File: config.mk
export PLATFORM = sky130hd
export DESIGN_NAME = port_pin_mux_block
export DESIGN_NICKNAME = d
export VERILOG_FILES = /design/src/hw/port_pin_pkg.sv /design/src/hw/edge_detect.sv /design/src/hw/port_pin_mux_block.sv
export VERILOG_INCLUDE_DIRS = /design/src /design/src/hw
export SDC_FILE = /design/constraint.sdc
export NUM_CORES = 1
export LEC_CHECK = 0
export ABC_AREA = 1
export ABC_CLOCK_PERIOD_IN_PS = 1000
export BUFFER_PORTS_ARGS = -buffer_cell sky130_fd_sc_hd__buf_4
export CORE_ASPECT_RATIO = 0.9
export CORE_MARGIN = 2
export CORE_UTILIZATION = 42
export DETAILED_ROUTE_END_ITERATION = 12
export PLACE_DENSITY = 0.74
export SLEW_MARGIN = 0
export SYNTH_ARGS = -nofsm -noshare
export SYNTH_HDL_FRONTEND = slang
export SYNTH_HIERARCHICAL = 1
export SYNTH_SLANG_ARGS = --single-unit
File: constraint.sdc
create_clock -name clk_in -period 1 [get_ports clk_in]
set_clock_uncertainty 0.2 [all_clocks]
set_input_delay 0 -clock clk_in [delete_from_list [all_inputs] [get_ports clk_in]]
set_output_delay 0 -clock clk_in [all_outputs]
set_load 0.05 [all_outputs]
File: src/hw/port_pin_regs.svh
// port widths, reset values and field positions for the port pin block
// assumes inclusion by the port pin package and modules only
`ifndef PORT_PIN_REGS_SVH
`define PORT_PIN_REGS_SVH
`define P0_W 4
`define P1_W 2
`define P2_W 3
`define P4_W 4
`define P6_W 2
`define P8_W 6
`define P0_DIR_RST 4'hf
`define P1_DIR_RST 2'h3
`define P2_DIR_RST 3'h7
`define P4_DIR_RST 4'hf
`define P6_DIR_RST 2'h3
`define P8_DIR_RST 6'h00
`define P8_DATA_RST 6'h00
`define PU_SH_P0_BIT 0
`define PU_SH_P1_BIT 1
`define PU_SH_P4_BIT 4
`define SEG_W 24
`define COM_W 4
`define SEG_P8_LO 17
`define P2_SCK_BIT 0
`define P2_SO_BIT 1
`define P2_SI_BIT 2
`define P6_TMR_BIT 0
`define P6_INT_BIT 1
`endif

File: src/hw/port_pin_pkg.sv
// types for the port pin block
// assumes constants come from port_pin_regs.svh
package port_pin_pkg;
	typedef enum logic [1:0] {
		EDGE_NONE = 2'b00,
		EDGE_RISE = 2'b01,
		EDGE_FALL = 2'b10,
		EDGE_BOTH = 2'b11
	} edge_mode_t;
endpackage : port_pin_pkg

File: src/hw/edge_detect.sv
// edge detector for the external interrupt pin
// assumes the pin level is already synchronous to clk_in
`timescale 1ns/1ps
module edge_detect (
	input wire logic clk_in, // system clock
	input wire logic sys_rst_in, // sync reset, active high
	input wire logic level_in, // sampled pin level
	input wire port_pin_pkg::edge_mode_t mode_in, // valid edge select
	output logic pulse_out // one-cycle detection
);
	logic prev_q;

	always_ff @(posedge clk_in) begin
		if (sys_rst_in) begin
			prev_q <= 1'b0;
		end else begin
			prev_q <= level_in;
		end
	end

	always_ff @(posedge clk_in) begin
		if (sys_rst_in) begin
			pulse_out <= 1'b0;
		end else begin
			case (mode_in)
				port_pin_pkg::EDGE_RISE: pulse_out <= level_in & ~prev_q;
				port_pin_pkg::EDGE_FALL: pulse_out <= ~level_in & prev_q;
				port_pin_pkg::EDGE_BOTH: pulse_out <= level_in ^ prev_q;
				default: pulse_out <= 1'b0;
			endcase
		end
	end
endmodule : edge_detect

File: src/hw/port_pin_mux_block.sv
// general-purpose port pins with direction, pull-up and alternate-function muxing
// assumes pin inputs are synchronous to clk_in; control bits come straight from ports
// direction bit set means input, matching the reset-to-input default of every port except port eight
`timescale 1ns/1ps
`include "port_pin_regs.svh"
module port_pin_mux_block (
	input wire logic clk_in, // system clock
	input wire logic sys_rst_in, // sync reset, active high
	// software side: direction (1 = input), data latches, options
	input wire logic [`P0_W-1:0] p0_dir_in, // port zero direction
	input wire logic [`P0_W-1:0] p0_data_in, // port zero latch data
	input wire logic [`P1_W-1:0] p1_dir_in, // port one direction
	input wire logic [`P1_W-1:0] p1_data_in, // port one latch data
	input wire logic [`P2_W-1:0] p2_dir_in, // port two direction
	input wire logic [`P2_W-1:0] p2_data_in, // port two latch data
	input wire logic [`P4_W-1:0] p4_dir_in, // port four direction
	input wire logic [`P4_W-1:0] p4_data_in, // port four latch data
	input wire logic [`P6_W-1:0] p6_dir_in, // port six direction
	input wire logic [`P6_W-1:0] p6_data_in, // port six latch data
	input wire logic [`P8_W-1:0] p8_dir_in, // port eight direction
	input wire logic [`P8_W-1:0] p8_data_in, // port eight latch data
	input wire logic ctl_we_in, // load all direction and data inputs
	input wire logic [7:0] pullup_opt_shared_in, // shared whole-port pull-up option
	input wire logic [`P2_W-1:0] pullup_opt_port2_bitwise_in, // port two per-bit pull-up
	input wire logic keyret_mode_reg_in, // key-return mode on port four
	input wire logic ser_en_in, // serial function owns port two
	input wire logic tmr_en_in, // timer output owns port six bit zero
	input wire logic lcd_seg_p8_en_in, // segment function owns port eight
	input wire port_pin_pkg::edge_mode_t int_edge_in, // interrupt edge select
	// peripheral side
	input wire logic ser_clk_o_in, // serial clock from serial unit
	input wire logic ser_clk_oe_in, // serial unit drives its clock
	input wire logic ser_dout_in, // serial data from serial unit
	input wire logic timer_b_in, // second eight-bit timer output
	input wire logic [`SEG_W-1:0] lcd_seg_in, // segment levels from lcd unit
	input wire logic [`COM_W-1:0] lcd_com_in, // common levels from lcd unit
	input wire logic lcd_run_in, // lcd unit enabled
	// pin side
	input wire logic [`P0_W-1:0] port_zero_bits_in, // port zero pin levels
	input wire logic [`P1_W-1:0] p1_pin_in, // port one pin levels
	input wire logic [`P2_W-1:0] p2_pin_in, // port two pin levels
	input wire logic [`P4_W-1:0] p4_pin_in, // port four pin levels
	input wire logic [`P6_W-1:0] p6_pin_in, // port six pin levels
	input wire logic [`P8_W-1:0] port_eight_bits_in, // port eight pin levels
	output logic [`P0_W-1:0] port_zero_bits_out, // port zero drive
	output logic [`P0_W-1:0] port_zero_bits_oe_out, // port zero enable
	output logic [`P1_W-1:0] p1_pin_out, // port one drive
	output logic [`P1_W-1:0] p1_pin_oe_out, // port one enable
	output logic [`P2_W-1:0] p2_pin_out, // port two drive
	output logic [`P2_W-1:0] p2_pin_oe_out, // port two enable
	output logic [`P4_W-1:0] p4_pin_out, // port four drive
	output logic [`P4_W-1:0] p4_pin_oe_out, // port four enable
	output logic [`P6_W-1:0] p6_pin_out, // port six drive
	output logic [`P6_W-1:0] p6_pin_oe_out, // port six enable
	output logic [`P8_W-1:0] port_eight_bits_out, // port eight drive
	output logic [`P8_W-1:0] port_eight_bits_oe_out, // port eight enable
	output logic [`P0_W-1:0] p0_pu_out, // port zero pull-up on
	output logic [`P1_W-1:0] p1_pu_out, // port one pull-up on
	output logic [`P2_W-1:0] p2_pu_out, // port two pull-up on
	output logic [`P4_W-1:0] p4_pu_out, // port four pull-up on
	output logic [`SEG_W-1:0] lcd_segment_outs, // segment pins
	output logic [`COM_W-1:0] lcd_common_outs, // common pins
	// read-back and peripheral inputs
	output logic [`P0_W-1:0] p0_read_out, // port zero read value
	output logic [`P1_W-1:0] p1_read_out, // port one read value
	output logic [`P2_W-1:0] p2_read_out, // port two read value
	output logic [`P4_W-1:0] p4_read_out, // port four read value
	output logic [`P6_W-1:0] p6_read_out, // port six read value
	output logic [`P8_W-1:0] p8_read_out, // port eight read value
	output logic ser_clk_pin_out, // serial clock seen at pin
	output logic ser_din_pin_out, // serial data in seen at pin
	output logic [`P4_W-1:0] keyret_inputs_out, // key-return levels
	output logic int_pulse_out // valid interrupt edge, one cycle
);
	// ---------------------------------------------------------------
	// helpers
	// ---------------------------------------------------------------
	// read value: latch for outputs, pin for inputs
	// eight bits wide so one function serves every port; callers cut the result
	function automatic logic [7:0] rd_mux(input logic [7:0] dir, input logic [7:0] lat,
		input logic [7:0] pin);
		rd_mux = (dir & pin) | (~dir & lat);
	endfunction : rd_mux

	// ---------------------------------------------------------------
	// direction and data latches
	// ---------------------------------------------------------------
	logic [`P0_W-1:0] p0_dir_q, p0_lat_q;
	logic [`P1_W-1:0] p1_dir_q, p1_lat_q;
	logic [`P2_W-1:0] p2_dir_q, p2_lat_q;
	logic [`P4_W-1:0] p4_dir_q, p4_lat_q;
	logic [`P6_W-1:0] p6_dir_q, p6_lat_q;
	logic [`P8_W-1:0] p8_dir_q, p8_lat_q;

	// every port resets to input except port eight, which leaves reset driving low;
	// the write strobe is a level, so it reloads on every cycle it stays high
	always_ff @(posedge clk_in) begin
		if (sys_rst_in) begin
			p0_dir_q <= `P0_DIR_RST;
			p1_dir_q <= `P1_DIR_RST;
			p2_dir_q <= `P2_DIR_RST;
			p4_dir_q <= `P4_DIR_RST;
			p6_dir_q <= `P6_DIR_RST;
			p8_dir_q <= `P8_DIR_RST;
		end else if (ctl_we_in) begin
			p0_dir_q <= p0_dir_in;
			p1_dir_q <= p1_dir_in;
			p2_dir_q <= p2_dir_in;
			p4_dir_q <= p4_dir_in;
			p6_dir_q <= p6_dir_in;
			p8_dir_q <= p8_dir_in;
		end
	end

	// latches reset low so turning a bit to output never drives a value
	// picked up before reset
	always_ff @(posedge clk_in) begin
		if (sys_rst_in) begin
			p0_lat_q <= 4'h0;
			p1_lat_q <= 2'h0;
			p2_lat_q <= 3'h0;
			p4_lat_q <= 4'h0;
			p6_lat_q <= 2'h0;
			p8_lat_q <= `P8_DATA_RST;
		end else if (ctl_we_in) begin
			p0_lat_q <= p0_data_in;
			p1_lat_q <= p1_data_in;
			p2_lat_q <= p2_data_in;
			p4_lat_q <= p4_data_in;
			p6_lat_q <= p6_data_in;
			p8_lat_q <= p8_data_in;
		end
	end

	// ---------------------------------------------------------------
	// next pin drive with alternate functions
	// ---------------------------------------------------------------
	logic [`P2_W-1:0] p2_d, p2_oe_d;
	logic [`P6_W-1:0] p6_d;
	logic [`P8_W-1:0] p8_d, seg_rev;

	// serial unit owns port two only while enabled; data in on bit two is an
	// input path only, so that bit keeps its latch and its direction bit
	always_comb begin
		p2_d = p2_lat_q;
		p2_oe_d = ~p2_dir_q;
		if (ser_en_in) begin
			p2_d[`P2_SCK_BIT] = ser_clk_o_in;
			// clock drives only when the serial unit masters it and direction allows
			p2_oe_d[`P2_SCK_BIT] = ~p2_dir_q[`P2_SCK_BIT] & ser_clk_oe_in;
			p2_d[`P2_SO_BIT] = ser_dout_in;
		end
	end

	// timer output replaces the latch on bit zero; bit one stays a plain bit
	// whose level also feeds the interrupt edge detector
	always_comb begin
		p6_d = p6_lat_q;
		if (tmr_en_in) begin
			p6_d[`P6_TMR_BIT] = timer_b_in;
		end
	end

	// segment 22 lands on bit zero and segment 17 on bit five; direction still
	// gates the drive, so software must keep port eight as output for segments
	always_comb begin
		for (int i = 0; i < `P8_W; i++) begin
			seg_rev[i] = lcd_seg_in[`SEG_P8_LO + `P8_W - 1 - i];
		end
		p8_d = lcd_seg_p8_en_in ? seg_rev : p8_lat_q;
	end

	// ---------------------------------------------------------------
	// registered pin outputs
	// ---------------------------------------------------------------
	// every pin leaves through a flop: one cycle of latency, but no glitch on a
	// pin when an alternate-function enable toggles
	// port eight enable follows its direction even while segments own the data
	always_ff @(posedge clk_in) begin
		if (sys_rst_in) begin
			port_zero_bits_out <= 4'h0;
			port_zero_bits_oe_out <= 4'h0;
			p1_pin_out <= 2'h0;
			p1_pin_oe_out <= 2'h0;
			p2_pin_out <= 3'h0;
			p2_pin_oe_out <= 3'h0;
			p4_pin_out <= 4'h0;
			p4_pin_oe_out <= 4'h0;
			p6_pin_out <= 2'h0;
			p6_pin_oe_out <= 2'h0;
			port_eight_bits_out <= 6'h00;
			port_eight_bits_oe_out <= 6'h3f;
		end else begin
			port_zero_bits_out <= p0_lat_q;
			port_zero_bits_oe_out <= ~p0_dir_q;
			p1_pin_out <= p1_lat_q;
			p1_pin_oe_out <= ~p1_dir_q;
			p2_pin_out <= p2_d;
			p2_pin_oe_out <= p2_oe_d;
			p4_pin_out <= p4_lat_q;
			p4_pin_oe_out <= ~p4_dir_q;
			p6_pin_out <= p6_d;
			p6_pin_oe_out <= ~p6_dir_q;
			port_eight_bits_out <= p8_d;
			port_eight_bits_oe_out <= ~p8_dir_q;
		end
	end

	// ---------------------------------------------------------------
	// pull-ups: only ever on input bits
	// ---------------------------------------------------------------
	// a pull-up against an active driver only wastes current, so every mask
	// is anded with the direction bits
	// port four takes either the shared option bit or key-return mode
	always_ff @(posedge clk_in) begin
		if (sys_rst_in) begin
			p0_pu_out <= 4'h0;
			p1_pu_out <= 2'h0;
			p2_pu_out <= 3'h0;
			p4_pu_out <= 4'h0;
		end else begin
			p0_pu_out <= p0_dir_q & {`P0_W{pullup_opt_shared_in[`PU_SH_P0_BIT]}};
			p1_pu_out <= p1_dir_q & {`P1_W{pullup_opt_shared_in[`PU_SH_P1_BIT]}};
			p2_pu_out <= p2_dir_q & pullup_opt_port2_bitwise_in;
			p4_pu_out <= p4_dir_q & {`P4_W{pullup_opt_shared_in[`PU_SH_P4_BIT]
				| keyret_mode_reg_in}};
		end
	end

	// ---------------------------------------------------------------
	// lcd pins: low until the lcd unit runs
	// ---------------------------------------------------------------
	// levels reach the segment and common pins only while the lcd unit runs, so a stopped
	// unit never leaves those at a stale level; segments shared onto port eight ignore lcd_run_in
	always_ff @(posedge clk_in) begin
		if (sys_rst_in) begin
			lcd_segment_outs <= 24'h000000;
			lcd_common_outs <= 4'h0;
		end else begin
			lcd_segment_outs <= lcd_run_in ? lcd_seg_in : 24'h000000;
			lcd_common_outs <= lcd_run_in ? lcd_com_in : 4'h0;
		end
	end

	// ---------------------------------------------------------------
	// read-back and peripheral input paths
	// ---------------------------------------------------------------
	// an output bit reads back its latch, not its pin, so a loaded pin cannot
	// corrupt a read-modify-write of the port
	// the serial clock pin is passed on ungated so an outside master can still
	// clock the serial unit; serial data in is held low while the unit is off
	always_ff @(posedge clk_in) begin
		if (sys_rst_in) begin
			p0_read_out <= 4'h0;
			p1_read_out <= 2'h0;
			p2_read_out <= 3'h0;
			p4_read_out <= 4'h0;
			p6_read_out <= 2'h0;
			p8_read_out <= 6'h00;
			ser_clk_pin_out <= 1'b0;
			ser_din_pin_out <= 1'b0;
			keyret_inputs_out <= 4'h0;
		end else begin
			p0_read_out <= 4'(rd_mux(8'(p0_dir_q), 8'(p0_lat_q), 8'(port_zero_bits_in)));
			p1_read_out <= 2'(rd_mux(8'(p1_dir_q), 8'(p1_lat_q), 8'(p1_pin_in)));
			p2_read_out <= 3'(rd_mux(8'(p2_dir_q), 8'(p2_lat_q), 8'(p2_pin_in)));
			p4_read_out <= 4'(rd_mux(8'(p4_dir_q), 8'(p4_lat_q), 8'(p4_pin_in)));
			p6_read_out <= 2'(rd_mux(8'(p6_dir_q), 8'(p6_lat_q), 8'(p6_pin_in)));
			p8_read_out <= 6'(rd_mux(8'(p8_dir_q), 8'(p8_lat_q), 8'(port_eight_bits_in)));
			ser_clk_pin_out <= p2_pin_in[`P2_SCK_BIT];
			ser_din_pin_out <= ser_en_in & p2_pin_in[`P2_SI_BIT];
			keyret_inputs_out <= p4_dir_q & p4_pin_in;
		end
	end

	// ---------------------------------------------------------------
	// external interrupt
	// ---------------------------------------------------------------
	// the pin is already synchronous, so the detector adds no extra stages;
	// edge select none keeps the pulse low whatever the pin does
	edge_detect u_int_edge (
		.clk_in(clk_in),
		.sys_rst_in(sys_rst_in),
		.level_in(p6_pin_in[`P6_INT_BIT]),
		.mode_in(int_edge_in),
		.pulse_out(int_pulse_out)
	);
endmodule : port_pin_mux_block

# Word-level counts from Yosys, hierarchy flattened
# Cells that the tools add are included.
# totals
mem_count	0
output_inout_bits	111
ramBits	0
elab_cells	95
in_bits	116
latchBits	0
romBits	0
register_bits	154
# op_classes
n_bitwise	45
mul	0
n_reduce_logical	1
eq_ne	3
magnitude_cmp	0
n_mux	5
add_sub_neg	0
n_div	0
shifts	0
# ops
cell	n
$and A4 B4 Y4	7
$not A4 Y4	4
$and A6 B6 Y6	2
$not A6 Y6	2
$and A2 B2 Y2	5
$and A3 B3 Y3	3
$not A2 Y2	4
$or A4 B4 Y4	2
$mux W6	1
$not A3 Y3	2
$or A6 B6 Y6	1
$and A1 B1 Y1	4
$eq A2 B2 Y1 const B	2
$not A1 Y1	4
$or A2 B2 Y2	2
$or A3 B3 Y3	1
$pmux W1 S3	1
$eq A2 B1 Y1 const B	1
$mux W1	2
$mux W2	1
$reduce_or A2 Y1	1
$or A1 B1 Y1	1
$xor A1 B1 Y1	1

# Longest topological paths before layout
# logic_depth
ltp_word	3
depth_mapped	7

# By module
# The synthesis kept the hierarchy.
# modules_own_cells
module	seq_area_each_um2	instances	area_each_um2	cells_each
port_pin_mux_block	3042.9	1	4956.0	618
edge_detect	40.0	1	121.4	19

# Worst setup path after synthesis
# Ideal clock, no wire load.
# synth_path
path_kind	reg-to-reg
from	register u_int_edge.prev_q
to	register u_int_edge.pulse_out
synth_period_minus_slack_ns	1.074
t_arrival_ns	0.763
setup_slack_ns	-0.074
stages_incl_launch_ff	7
path_buffers	0
path_cell_list	dfxtp_1 > ha_1 > inv_1 > nand2_1 > nand2_1 > nor2_1 > nor2_1
# synth_between
elab_chain_cells	3
# synth_rtl
element	line	text
start, declared	edge_detect.sv:11	logic prev_q;
start signal, assigned	edge_detect.sv:17	prev_q <= level_in;
$not A1 Y1	edge_detect.sv:26	port_pin_pkg::EDGE_RISE: pulse_out <= level_in & ~prev_q;
$and A1 B1 Y1	edge_detect.sv:26	
$pmux W1 S3 (*)	edge_detect.sv:25	case (mode_in)
end signal, assigned	edge_detect.sv:26	
end signal, assigned	edge_detect.sv:27	port_pin_pkg::EDGE_FALL: pulse_out <= ~level_in & prev_q;
end signal, assigned	edge_detect.sv:28	port_pin_pkg::EDGE_BOTH: pulse_out <= level_in ^ prev_q;
end, declared	edge_detect.sv:9	output logic pulse_out
# Mark *: on every way between the ends. The rest lies on a longest branch, timed or not.
# A chain may end at the register's enable or synchronous reset.

# Worst setup path after layout
# Same ends and word-level chain as after synthesis.

==> results.txt <==
Yosys top cell area share = 60.7%
Drt wl/cell = 15.5 µm
Placed Instances = 1001
WL final = 17700 µm
CTS root buffer = clkbuf_16
Most common cell after layout, fill and taps aside = nand2_1
Critical path arrival = 1400 ps
Static Leak = 4.74 nW
Worst EP required = 1100 ps
Util after Layout = 79.3%
Layout cells sized above 1 = 39.4%
Yosys reg bits = 154
Power Density = 1730 nW/µm²
Post-Syn Area per Cell = 7.97 µm²
Slew headroom = 82.0%
CTS tree = built
Max VDD drop = 1330 µV
Status = finished with violations
First-pass GRT wire length = 27200 µm
Crit Path Max Fanout = 2
Num rows = 38
Number of global-route vias before repair = 5326
DRC = 0
Fin crit share = 130%
Fin. Hold Viols = 138
Avg Vias per Cell = 4.57
Clk buf depth = 2
Setup_tns = -10010 ps
Clk_lat worst skew = 410 ps
Crit path launch type = flip-flop
Detailed Route Iter0 Violations = 461
Unrepaired setup endpoints after global routing = yes
Post-synthesis to final-layout area growth = 86.3%
Layout fillers = 643
CTS clock-pin slew for the worst setup and hold paths = 70 ps
Max Slew Vio Count = 0
Initial Util = 42.5%
Cell taking the most area after synthesis = dfxtp_1
Die H = 108 µm
Fin cells = 1143
# port buffers = 221
DIE AREA = 13000 µm²
Endpoints failing setup = 112
Synthesis warning total = 6
Final ANT Viol Nets = 0
Gpl congestion = 0.814
DR vias = 5229
Global route overflow = 0
Most frequent cells in the layout = 167 x nand2_1, 157 x nor2_1, 111 x buf_4, 111 x dfxtp_2, 110 x dlygate4sd3_1
Synth cell types = 13
Syn Nets = 755
Largest net degree at the start of global routing = 40
CTS buffer count = 17
Hold slack = -279 ps
DR pass1 iterations = 6
FF-to-FF setup slack = -300 ps
Gr usage total = 27.3%
Setup ws final = -301 ps
Failing checks = hold timing, setup timing
Antenna violations before repair = 0
Hold crit path type = primary input to flip-flop
Register area share after synthesis = 60.7%
Highest Clock Rate = 769 MHz
# clock sinks = 154
Post-Syn Instances = 637
Largest cells by area after synthesis = dfxtp_1 61%, nand2_1 12%, nor2_1 12%
Crit path time final = 1300 ps
Mapped cell area = 5080 µm²
WS Path Type = flip-flop to flip-flop
Crit end category = flip-flop
H-tree depth = 4
DP Wirelength = 9230 µm
Nets = 1089
Slew @ Worst Pin = 269 ps
# Max-Cap Violations = 0
Core Box Area = 11900 µm²
Die width = 120 µm
I/O pins = 227
Inserted Diodes = 0
Pre-CTS WS = -107 ps
[layer usage]
layer	vias to the layer above	track usage [%]	wire length, µm
li1	2514	-	-
met1	2428	29.7	6690
met2	257	49.3	9120
met3	30	9.39	1480
met4	0	10.2	404
met5	-	0	0
[final cells by class]
type | count | area (µm²) | area share (%)
tap | 160 | 200 | 2.12
sequential | 154 | 3230 | 34.1
inverter | 93 | 349 | 3.69
timing repair buffer | 340 | 3620 | 38.3
clock inverter | 14 | 163 | 1.72
multi-input combinational | 365 | 1480 | 15.6
clock buffer | 17 | 425 | 4.50
[sequential cells by signal, summed over array words and instances, names as in the netlist, 6 cells and up]
| name | cells |
|---|---|
| port_eight_bits_oe_out | 6 |
| p8_dir_q | 6 |
| port_eight_bits_out | 6 |
| p8_lat_q | 6 |
| lcd_segment_outs | 24 |
| p8_read_out | 6 |
[synthesized netlist by cell type]
cell type / number
nand3_1: 29
buf_4: 4
buf_6: 9
dfxtp_1: 154
nand2_2: 1
nor2_2: 2
nor2_4: 3
nor2_1: 159
nand2_1: 169
buf_2: 12
inv_2: 2
ha_1: 2
inv_1: 91
[kinds of logic (layout without fill, tap and decap cells)]
kind of cell	Yosys count	count (layout)	share of synthesized area, %
DFF	154	154	60.7
buffers and inverters	118	464	10.6
adders and majority gates	2	2	0.493
and+or+nand+nor	363	363	28.1
[report_power, final]
group          switching (mW)  internal (mW)  leakage, nW  total, mW
sequential              0.292           6.55         1.31       6.84
combinational            1.66           1.41         3.16       3.07
clock                    2.71           3.73        0.275       6.44
total                    4.66           11.7         4.74       16.3
[worst max-delay path: stages (launching register included)]
cell     delay [ps]
dfxtp_4         360
ha_4            260
inv_2            30
nand2_2          50
nand2_2          70
nor2_2          130
nor2_1           80
[timing repair]
item,in CTS,in global routing
setup endpoints to repair,112,114
hold buffers,109,2
gates cloned,0,0
endpoints found under the hold margin,154,120
pin swaps,0,5
resized for setup,284,23
setup buffers,0,1
[stage by stage]
stage               total power, mW  hold WS (ps)  instance area [µm²]
floorplan                      8.24          -128                 5080
global placement               9.13          10.5                 6890
detailed placement             9.16          17.3                 6890
CTS                            16.3          -287                 9360
global route                   16.9          -271                 9460
finish                         16.3          -279                 9460
[final timing paths]
| path | startpoint | endpoint | cells past startpoint |
|---|---|---|---|
| setup / recovery | u_int_edge/prev_q | u_int_edge/pulse_out | 6 |
| hold / removal | ctl_we_in | p2_dir_q[1] | 3 |
| setup reg to reg | u_int_edge/prev_q | u_int_edge/pulse_out | 6 |
| hold reg to reg | p8_dir_q[5] | port_eight_bits_oe_out[5] | 1 |
Power figures use the tool's default switching activity.
